===== src/logic/arseq_pkg.sv =====
/*
  Package for the auto reclose sequencer: register map, field layout,
  reset values, tick and timing constants and the state encoding.
  Assumes a 125 MHz system clock.
*/
`default_nettype none

package arseq_pkg;

  // ------------------------------------------------------------
  // timing
  // ------------------------------------------------------------
  localparam int unsigned CLK_HZ         = 125000000;
  localparam int unsigned TICK_US        = 1000;
  localparam int unsigned TICK_CYC       = CLK_HZ / 1000000 * TICK_US;
  localparam int unsigned LOCKOUT_MS     = 500;
  localparam int unsigned LOCKOUT_TICKS  = LOCKOUT_MS * 1000 / TICK_US;
  localparam int unsigned NCYC           = 4;

  // ------------------------------------------------------------
  // register offsets (byte addresses)
  // ------------------------------------------------------------
  localparam logic [7:0] OFS_CTRL    = 8'h00;
  localparam logic [7:0] OFS_STATUS  = 8'h04;
  localparam logic [7:0] OFS_RECLAIM = 8'h08;
  localparam logic [7:0] OFS_MCBLK   = 8'h0C;
  localparam logic [7:0] OFS_ACT0    = 8'h10;
  localparam logic [7:0] OFS_DEAD0   = 8'h20;
  localparam logic [7:0] OFS_CYCLE_STRIDE = 8'h20;

  // ctrl fields
  localparam int unsigned CTRL_ENABLE   = 0;
  localparam int unsigned CTRL_PICKUP   = 1;
  localparam int unsigned CTRL_ADAPTIVE = 2;
  localparam int unsigned CTRL_USE_ACT  = 3;
  localparam int unsigned CTRL_NCYC_LSB = 4;
  localparam int unsigned CTRL_START_LSB = 8;
  localparam logic [31:0] CTRL_RESET    = 32'h0000_0000;

  // ------------------------------------------------------------
  // states
  // ------------------------------------------------------------
  typedef enum logic [5:0] {
    ST_IDLE    = 6'h01,
    ST_ACTION  = 6'h02,
    ST_TRIPPED = 6'h04,
    ST_DEAD    = 6'h08,
    ST_RECLAIM = 6'h10,
    ST_LOCKOUT = 6'h20
  } arseq_state_e;

endpackage

`default_nettype wire


===== src/logic/arseq_tick.sv =====
/*
  Periodic tick generator: one-cycle enable every DIV clocks.
  Assumes a single system clock and asynchronous low reset.
*/
`timescale 1ns/1ps
`default_nettype none

module arseq_tick #(
  parameter int unsigned DIV = arseq_pkg::TICK_CYC
) (
  input  wire logic clk_sys,
  input  wire logic resetn,
  output var  logic tick
);

  logic [19:0] cnt_q;

  always_ff @(posedge clk_sys or negedge resetn) begin
    if (!resetn) begin
      cnt_q <= 20'h0_0000;
      tick  <= 1'b0;
    end else if (cnt_q == 20'(DIV - 1)) begin
      cnt_q <= 20'h0_0000;
      tick  <= 1'b1;
    end else begin
      cnt_q <= cnt_q + 20'h0_0001;
      tick  <= 1'b0;
    end
  end

endmodule // arseq_tick

`default_nettype wire


===== src/logic/arseq_core.sv =====
/*
  Auto reclose sequencer core with Avalon-MM register slave.
  Assumes protection inputs synchronous to clk_sys; timers count ticks.
*/
`timescale 1ns/1ps
`default_nettype none

module arseq_core #(
  parameter int unsigned NCYC    = arseq_pkg::NCYC,
  parameter int unsigned TICKDIV = arseq_pkg::TICK_CYC
) (
  input  wire logic            clk_sys,
  input  wire logic            resetn,
  input  wire logic [7:0]      avs_address,
  input  wire logic            avs_read,
  input  wire logic            avs_write,
  input  wire logic [31:0]     avs_writedata,
  output var  logic [31:0]     avs_readdata,
  output logic                 avs_waitrequest,
  input  wire logic            pickup_gen,
  input  wire logic [2:0]      pickup_phase,
  input  wire logic            trip_cmd,
  input  wire logic            trip_3pole,
  input  wire logic            cb_open,
  input  wire logic            cb_ready,
  input  wire logic            manual_close,
  input  wire logic            block_all,
  input  wire logic [NCYC-1:0] block_cycle,
  output var  logic            close_cmd,
  output var  logic            lockout_active,
  output var  logic            reclose_busy
);

  // ------------------------------------------------------------
  // registers
  // ------------------------------------------------------------
  logic [31:0] ctrl_q;
  logic [15:0] reclaim_block_time_q;
  logic [15:0] manual_close_block_time_q;
  logic [15:0] act_q  [NCYC];
  logic [15:0] dead_q [NCYC][4]; // 1p/1ph, 2ph, 3p/3ph
  logic        ack_q;
  logic        last_fail_q;

  arseq_pkg::arseq_state_e state_q;
  logic [1:0]  cyc_q;
  logic [15:0] tmr_q;
  logic [15:0] act_tmr_q;
  logic [15:0] mc_tmr_q;
  logic        tick;
  logic        trip_q;
  logic        started_q;

  wire logic       enable    = ctrl_q[arseq_pkg::CTRL_ENABLE];
  wire logic       pick_mode = ctrl_q[arseq_pkg::CTRL_PICKUP];
  wire logic       adaptive  = ctrl_q[arseq_pkg::CTRL_ADAPTIVE];
  wire logic       use_act   = ctrl_q[arseq_pkg::CTRL_USE_ACT];
  wire logic [1:0] ncfg      = ctrl_q[arseq_pkg::CTRL_NCYC_LSB +: 2];
  wire logic [NCYC-1:0] start_ok = ctrl_q[arseq_pkg::CTRL_START_LSB +: NCYC];

  // ------------------------------------------------------------
  // tick
  // ------------------------------------------------------------
  arseq_tick #(.DIV(TICKDIV)) u_tick (
    .clk_sys (clk_sys),
    .resetn  (resetn),
    .tick    (tick)
  );

  // ------------------------------------------------------------
  // helpers
  // ------------------------------------------------------------
  // first valid cycle at or after 'from' whose action window is open
  function automatic logic [2:0] pick_cycle(input logic [2:0] from, input logic first);
    logic [2:0] r;
    r = 3'h4;
    for (int i = NCYC - 1; i >= 0; i--) begin
      if (i >= from && i <= ncfg && !block_cycle[i] && (!first || start_ok[i]) &&
          (!use_act || act_tmr_q < act_q[i]))
        r = 3'(i);
    end
    return r;
  endfunction

  function automatic logic [1:0] dead_sel(input logic pm, input logic t3, input logic [2:0] ph);
    logic [1:0] s;
    s = 2'h0;
    if (pm) begin
      case (ph)
        3'h7:                      s = 2'h2;
        3'h3, 3'h5, 3'h6:          s = 2'h1;
        default:                   s = 2'h0;
      endcase
    end else begin
      s = t3 ? 2'h2 : 2'h0;
    end
    return s;
  endfunction

  // ------------------------------------------------------------
  // avalon slave: one wait cycle on every access
  // ------------------------------------------------------------
  assign avs_waitrequest = (avs_read | avs_write) & ~ack_q;

  always_ff @(posedge clk_sys or negedge resetn) begin
    if (!resetn) begin
      ack_q <= 1'b0;
    end else begin
      ack_q <= (avs_read | avs_write) & ~ack_q;
    end
  end

  wire logic wr_go = avs_write & ack_q;
  wire logic [2:0] a_cyc = avs_address[7:5] - 3'h1;
  wire logic [1:0] a_sel = avs_address[3:2];

  always_ff @(posedge clk_sys or negedge resetn) begin
    if (!resetn) begin
      ctrl_q                    <= arseq_pkg::CTRL_RESET;
      reclaim_block_time_q      <= 16'h0000;
      manual_close_block_time_q <= 16'h0000;
      for (int i = 0; i < NCYC; i++) begin
        act_q[i] <= 16'h0000;
        for (int j = 0; j < 4; j++) dead_q[i][j] <= 16'h0000;
      end
    end else if (wr_go) begin
      case (avs_address)
        arseq_pkg::OFS_CTRL:    ctrl_q <= avs_writedata;
        arseq_pkg::OFS_RECLAIM: reclaim_block_time_q <= avs_writedata[15:0];
        arseq_pkg::OFS_MCBLK:   manual_close_block_time_q <= avs_writedata[15:0];
        default: begin
          if (avs_address >= arseq_pkg::OFS_ACT0 && avs_address < arseq_pkg::OFS_DEAD0 &&
              32'(avs_address[3:2]) < NCYC)
            act_q[avs_address[3:2]] <= avs_writedata[15:0];
          else if (avs_address >= arseq_pkg::OFS_DEAD0 && a_cyc < 3'(NCYC) &&
                   avs_address[4] == 1'b0)
            dead_q[a_cyc[1:0]][a_sel] <= avs_writedata[15:0];
        end
      endcase
    end
  end

  always_ff @(posedge clk_sys or negedge resetn) begin
    if (!resetn) begin
      avs_readdata <= 32'h0000_0000;
    end else if (avs_read & ~ack_q) begin
      case (avs_address)
        arseq_pkg::OFS_CTRL:    avs_readdata <= ctrl_q;
        arseq_pkg::OFS_STATUS:  avs_readdata <= {22'h00_0000, last_fail_q, started_q,
                                                 cyc_q, 6'(state_q)};
        arseq_pkg::OFS_RECLAIM: avs_readdata <= {16'h0000, reclaim_block_time_q};
        arseq_pkg::OFS_MCBLK:   avs_readdata <= {16'h0000, manual_close_block_time_q};
        default: begin
          if (avs_address >= arseq_pkg::OFS_ACT0 && avs_address < arseq_pkg::OFS_DEAD0 &&
              32'(avs_address[3:2]) < NCYC)
            avs_readdata <= {16'h0000, act_q[avs_address[3:2]]};
          else if (avs_address >= arseq_pkg::OFS_DEAD0 && a_cyc < 3'(NCYC) &&
                   avs_address[4] == 1'b0)
            avs_readdata <= {16'h0000, dead_q[a_cyc[1:0]][a_sel]};
          else
            avs_readdata <= 32'h0000_0000;
        end
      endcase
    end
  end

  // ------------------------------------------------------------
  // action and manual close timers
  // ------------------------------------------------------------
  always_ff @(posedge clk_sys or negedge resetn) begin
    if (!resetn) begin
      act_tmr_q <= 16'h0000;
    end else if (!pickup_gen && state_q != arseq_pkg::ST_ACTION) begin
      act_tmr_q <= 16'h0000;
    end else if (tick && act_tmr_q != 16'hFFFF) begin
      act_tmr_q <= act_tmr_q + 16'h0001;
    end
  end

  always_ff @(posedge clk_sys or negedge resetn) begin
    if (!resetn) begin
      mc_tmr_q <= 16'h0000;
    end else if (manual_close) begin
      mc_tmr_q <= manual_close_block_time_q;
    end else if (tick && mc_tmr_q != 16'h0000) begin
      mc_tmr_q <= mc_tmr_q - 16'h0001;
    end
  end

  always_ff @(posedge clk_sys or negedge resetn) begin
    if (!resetn) trip_q <= 1'b0;
    else         trip_q <= trip_cmd;
  end

  // ------------------------------------------------------------
  // sequencer
  // ------------------------------------------------------------
  wire logic trip_rise = trip_cmd & ~trip_q;
  wire logic mc_block  = mc_tmr_q != 16'h0000 || manual_close;
  logic [2:0] first_pick;
  logic [2:0] next_pick;

  // function reads timers and settings; always_comb keeps it live
  always_comb begin
    first_pick = pick_cycle(3'h0, 1'b1);
    next_pick  = pick_cycle(3'(cyc_q) + 3'h1, 1'b0);
  end
  wire logic reclaim_off = adaptive && reclaim_block_time_q == 16'h0000;

  always_ff @(posedge clk_sys or negedge resetn) begin
    if (!resetn) begin
      state_q     <= arseq_pkg::ST_IDLE;
      cyc_q       <= 2'h0;
      tmr_q       <= 16'h0000;
      close_cmd   <= 1'b0;
      started_q   <= 1'b0;
      last_fail_q <= 1'b0;
    end else begin
      close_cmd <= 1'b0;
      case (state_q)
        arseq_pkg::ST_IDLE: begin
          started_q <= 1'b0;
          if (enable && !block_all && pickup_gen)
            state_q <= arseq_pkg::ST_ACTION;
        end
        arseq_pkg::ST_ACTION: begin
          if (!pickup_gen && !trip_cmd) begin
            state_q <= arseq_pkg::ST_IDLE;
          end else if (trip_rise) begin
            if (block_all || mc_block || !cb_ready || first_pick[2]) begin
              state_q <= arseq_pkg::ST_IDLE;
            end else begin
              cyc_q     <= first_pick[1:0];
              started_q <= 1'b1;
              state_q   <= arseq_pkg::ST_TRIPPED;
            end
          end
        end
        arseq_pkg::ST_TRIPPED: begin
          if (block_all || block_cycle[cyc_q]) begin
            state_q <= arseq_pkg::ST_LOCKOUT;
            tmr_q   <= 16'(arseq_pkg::LOCKOUT_TICKS);
          end else if (!trip_cmd && (cb_open || !trip_q)) begin
            tmr_q   <= dead_q[cyc_q][dead_sel(pick_mode, trip_3pole, pickup_phase)];
            state_q <= arseq_pkg::ST_DEAD;
          end
        end
        arseq_pkg::ST_DEAD: begin
          if (block_all || block_cycle[cyc_q]) begin
            state_q <= arseq_pkg::ST_LOCKOUT;
            tmr_q   <= 16'(arseq_pkg::LOCKOUT_TICKS);
          end else if (tmr_q == 16'h0000) begin
            close_cmd <= 1'b1;
            tmr_q     <= reclaim_block_time_q;
            state_q   <= reclaim_off ? arseq_pkg::ST_IDLE : arseq_pkg::ST_RECLAIM;
          end else if (tick) begin
            tmr_q <= tmr_q - 16'h0001;
          end
        end
        arseq_pkg::ST_RECLAIM: begin
          if (block_all) begin
            state_q <= arseq_pkg::ST_LOCKOUT;
            tmr_q   <= 16'(arseq_pkg::LOCKOUT_TICKS);
          end else if (trip_rise) begin
            if (!mc_block && !next_pick[2]) begin
              cyc_q   <= next_pick[1:0];
              state_q <= arseq_pkg::ST_TRIPPED;
            end else begin
              last_fail_q <= 1'b1;
              state_q     <= arseq_pkg::ST_LOCKOUT;
              tmr_q       <= 16'(arseq_pkg::LOCKOUT_TICKS);
            end
          end else if (tmr_q == 16'h0000) begin
            last_fail_q <= 1'b0;
            state_q     <= arseq_pkg::ST_IDLE;
          end else if (tick) begin
            tmr_q <= tmr_q - 16'h0001;
          end
        end
        arseq_pkg::ST_LOCKOUT: begin
          if (tmr_q == 16'h0000)
            state_q <= arseq_pkg::ST_IDLE;
          else if (tick)
            tmr_q <= tmr_q - 16'h0001;
        end
        default: state_q <= arseq_pkg::ST_IDLE;
      endcase
    end
  end

  always_comb begin
    lockout_active = state_q == arseq_pkg::ST_LOCKOUT;
    reclose_busy   = state_q != arseq_pkg::ST_IDLE;
  end
endmodule // arseq_core

`default_nettype wire


===== config.mk =====
export PLATFORM = sky130hd
export DESIGN_NAME = arseq_core
export DESIGN_NICKNAME = d
export VERILOG_FILES = /design/src/logic/arseq_pkg.sv /design/src/logic/arseq_tick.sv /design/src/logic/arseq_core.sv
export SDC_FILE = /design/constraint.sdc
export NUM_CORES = 1
export LEC_CHECK = 0
export ABC_AREA = 0
export BUFFER_PORTS_ARGS = -buffer_cell sky130_fd_sc_hd__buf_4
export CAP_MARGIN = 20
export CORE_MARGIN = 2
export CORE_UTILIZATION = 57
export CTS_CLUSTER_DIAMETER = 80
export DETAILED_ROUTE_END_ITERATION = 10
export HOLD_SLACK_MARGIN = 0.15
export PLACE_DENSITY = 0.8
export RECOVER_POWER = 50
export SYNTH_ARGS = -nofsm -noshare
export SYNTH_HDL_FRONTEND = slang
export SYNTH_SLANG_ARGS = --single-unit

===== constraint.sdc =====
create_clock -name clk_sys -period 5.45 [get_ports clk_sys]
set_input_delay 1.09 -clock clk_sys [delete_from_list [all_inputs] [get_ports clk_sys]]
set_output_delay 1.09 -clock clk_sys [all_outputs]
set_load 0.005 [all_outputs]

==> flow_summary.toml <==
[worst_setup_path]
reg2reg_setup_slack_ns = 1.37
crit_path_max_fanout = 22
crit_type = "reg2reg"
crit_required_ns = 5.93
cp-start-kind = "flop"
worstReg2RegEnd = "tmr_q[9]$_DFFE_PN0P_"
timing.rr.start = "act_tmr_q[13]$_DFFE_PN0P_"
path_buf_inv = 1
path_common_cell = "sky130_fd_sc_hd__o21ai_0"
timing.critical_path.max_delay_family = "compound AO/OA/AOI/OAI gates"
timing.critical_path.slowest_cell_delay_ns = 0.69
worst_ep_arrival_time_ns = 4.56
number_of_cells_on_the_worst_reg_to_reg_path = 11
setup.worst_path.end_class = "flop"
critical_path.cell_chain = "buf_4 -> ha_1 -> nand4_1 -> or4_1 -> o32ai_1 -> o22ai_1 -> o21ai_0 -> a21o_1 -> o31a_1 -> o21ai_0 -> a22o_1"
cp_slowest_cell = "sky130_fd_sc_hd__o31a_1"

[logic_synthesis]
synth_top_area_cell = "sky130_fd_sc_hd__dfrtp_1"
synth_compound_area_share_pct = 8.32
postSynth.topFlopCell = "sky130_fd_sc_hd__dfrtp_1"
postSynth.asyncResetShare_pct = 100
post_synth.cell_area_avg_um2 = 12.3
synth_enable_flop_cells = 0
post_synth_fa_ha_maj_area_fraction_pct = 3.32
post-synth-top-count-cell = "sky130_fd_sc_hd__dfrtp_1"
synthesis.nets = 2269
xor_and_xnor_area_share_after_synthesis_pct = 1.36
synth_top_family_by_area = "multiplexers"
synth.distinct_cells = 68
postSynthRegisterBits = 498
yosys-top-cells-count = "sky130_fd_sc_hd__dfrtp_1 (497), sky130_fd_sc_hd__mux2_2 (330), sky130_fd_sc_hd__mux4_2 (155)"
syn-instance-count = 2141
netlist_area_mm2 = 0.0263
post-synth-top-area-fraction_pct = 47.2
yosys-mux-area-fraction_pct = 28.1
synth.yosys.seq_area_share_pct = 47.3
yosys_warning_total = 0
simple_gate_share_of_the_synthesized_area_pct = 8.24
synth_top_cells_by_area = "sky130_fd_sc_hd__dfrtp_1 (47%), sky130_fd_sc_hd__mux2_2 (14%), sky130_fd_sc_hd__mux4_2 (13%)"

[placement]
placed_cells = 2734
gpl.final_weighted_congestion = 0.948
port_buffers = 93
hpwl_um = 51100

[pwr]
peakVddDrop_uv = 253
power.leakage_nw = 13.7
power_w = 0.00931
power_density_mw_per_mm2 = 316

[clock_tree]
cts_inserted_buffers = 52
insertion_delay_ns = 0.61
tritoncts = "built"
postCtsSetupRepairBufs = 0
cts_root_buffer = "sky130_fd_sc_hd__clkbuf_16"
clock_tree.htree_level_count = 2
cts_hold_buffers = 0
cts_resized = 0
cts-root-to-sink-buffers = 3
cts_num_sinks = 498
clk_transition_reported_paths_ns = 0.06

[routing]
wl_per_cell_um = 26.4
antenna_violating_nets_post_route = 0
initialDrtViolationCount = 2257
detailroute.via_count = 19044
drtPass1Iterations = 7
post-route-drc-count = 0
vias_per_cell = 6.73
totalWireLength_um = 74800

[sta]
clock-skew-final_ns = 0.0170
timing.max_slew.rel_slack_pct = -110
final_min_period_over_clock_period_pct = 74.8
final-setup-viol-count = 0
final_period_minus_worst_setup_slack_ns = 4.08
rsz0062_at_grt = "no"
report.final.slew_viol_count = 231
timing_worst_slew_pin_value_ns = 3.15
final.setup.tns_ns = 0
fmaxAchievable_mhz = 245
hold_violations = 0

[flow_run]
timing.max_cap.violations = 2

[worst_hold_path]
hold_path_class = "in2async"

[die]
fp.coreArea_mm2 = 0.0455
die-height_um = 219
placement_rows = 78
die_w_um = 219
io-pin-count = 94
effective_utilization_at_floorplan_pct = 57.9
die-area_mm2 = 0.0480

[layout]
layout-drive-gt1-share_pct = 32.8
finalNonFillerCells = 2829
finalNetCount = 2317
diodes = 0
area_growth_from_synthesis_to_final_layout_pct = 11.8

[global_route]
residual_overflow_from_global_routing = 0
via_count_of_the_first_global_routing_pass = 19083
grt_max_degree = 128
wire_length_of_the_first_global_routing_pass_um = 116000
grt.total_usage_pct = 31.9
antenna_violations_before_repair = 0

[status]
violations = "capacitance limit, slew limit"
status = "complete, but fails checks"
## flip-flops by register name (all words and copies together) (netlist names), 2 cells and up
signal / count
act_q: 64
act_tmr_q: 16
avs_readdata: 32
ctrl_q: 32
cyc_q: 2
dead_q: 256
manual_close_block_time_q: 16
mc_tmr_q: 16
reclaim_block_time_q: 16
state_q: 6
tmr_q: 16
u_tick.cnt_q: 20
## worst max-delay path by stage
stage | from | end | slack (ns) | cells after the start
6_report | act_tmr_q[13]$_DFFE_PN0P_ | tmr_q[9]$_DFFE_PN0P_ | 1.37 | 11
5_1_grt | resetn | dead_q[38]$_DFFE_PN0P_ | 0.79 | 2
4_1_cts | act_tmr_q[13]$_DFFE_PN0P_ | tmr_q[9]$_DFFE_PN0P_ | 1.50 | 11
3_5_place_dp | avs_address[3] | dead_q[53]$_DFFE_PN0P_ | 1.25 | 10
3_3_place_gp | avs_address[3] | dead_q[62]$_DFFE_PN0P_ | 1.40 | 10
2_1_floorplan | avs_address[5] | avs_readdata[10]$_DFFE_PN0P_ | 1.11 | 11
## cell type report
cell class,instances,area [um^2]
Fill cell,3345,16000
Multi-Input combinational cell,1413,13000
Sequential cell,498,12500
Clock buffer,75,1540
Timing Repair Buffer,139,1050
Tap cell,600,751
Inverter,85,319
Clock inverter,19,310
## stage by stage
| step | hold slack, ns | util (%) | setup slack [ns] | area, um^2 |
|---|---|---|---|---|
| 5_1_grt | 0.482 | 64.8 | 0.792 | 29500 |
| 3_5_place_dp | 0.454 | 60.8 | 1.25 | 27600 |
| 6_report | 0.434 | 64.8 | 1.37 | 29500 |
| 2_1_floorplan | 0.433 | - | 1.11 | 26300 |
| 3_3_place_gp | 0.444 | 60.8 | 1.40 | 27600 |
| 4_1_cts | 0.474 | 64.8 | 1.50 | 29500 |
## layer usage
layer	vias up	global-route usage [%]	part of all wire (%)
li1	8027	-	-
met5	-	0	0
met4	0	14.9	4.9
met3	220	7.97	11
met1	9712	44.1	40
met2	1085	47.9	45
## worst reg2reg max path: cells and delay by family (launching register included)
family / cells / cell delay [ns]
AOI/OAI and AO/OA: 7 / 2.45
adders and majority gates: 1 / 0.33
buffers and inverters: 1 / 0.17
DFF: 1 / 0.36
and+or+nand+nor: 2 / 0.64
## placed cells by master, fill, tap and decap left out, drive strengths merged, types with 59 or more instances in the layout
master,netlist,layout
inv,85,86
dfrtp,497,497
clkbuf,106,80
o21ai,140,140
buf,39,134
ha,70,70
nor2,127,127
mux2,332,332
mux4,155,155
nand2,137,137
a21oi,59,59
## cell families after synthesis
family,Yosys count
flip-flops,498
buffers and inverters,230
AND/OR/NAND/NOR,452
adder cells (fa/ha/maj),70
multiplexers,503
AO/OA/AOI/OAI,347
XOR/XNOR,41
## power breakdown
part           switching, W  internal (W)  total (W)
combinational      0.000690      0.000543    0.00123
clock               0.00152       0.00233    0.00385
sequential         0.000247       0.00398    0.00423
total               0.00246       0.00686    0.00931
No activity file was read; power rests on OpenSTA's default activity.
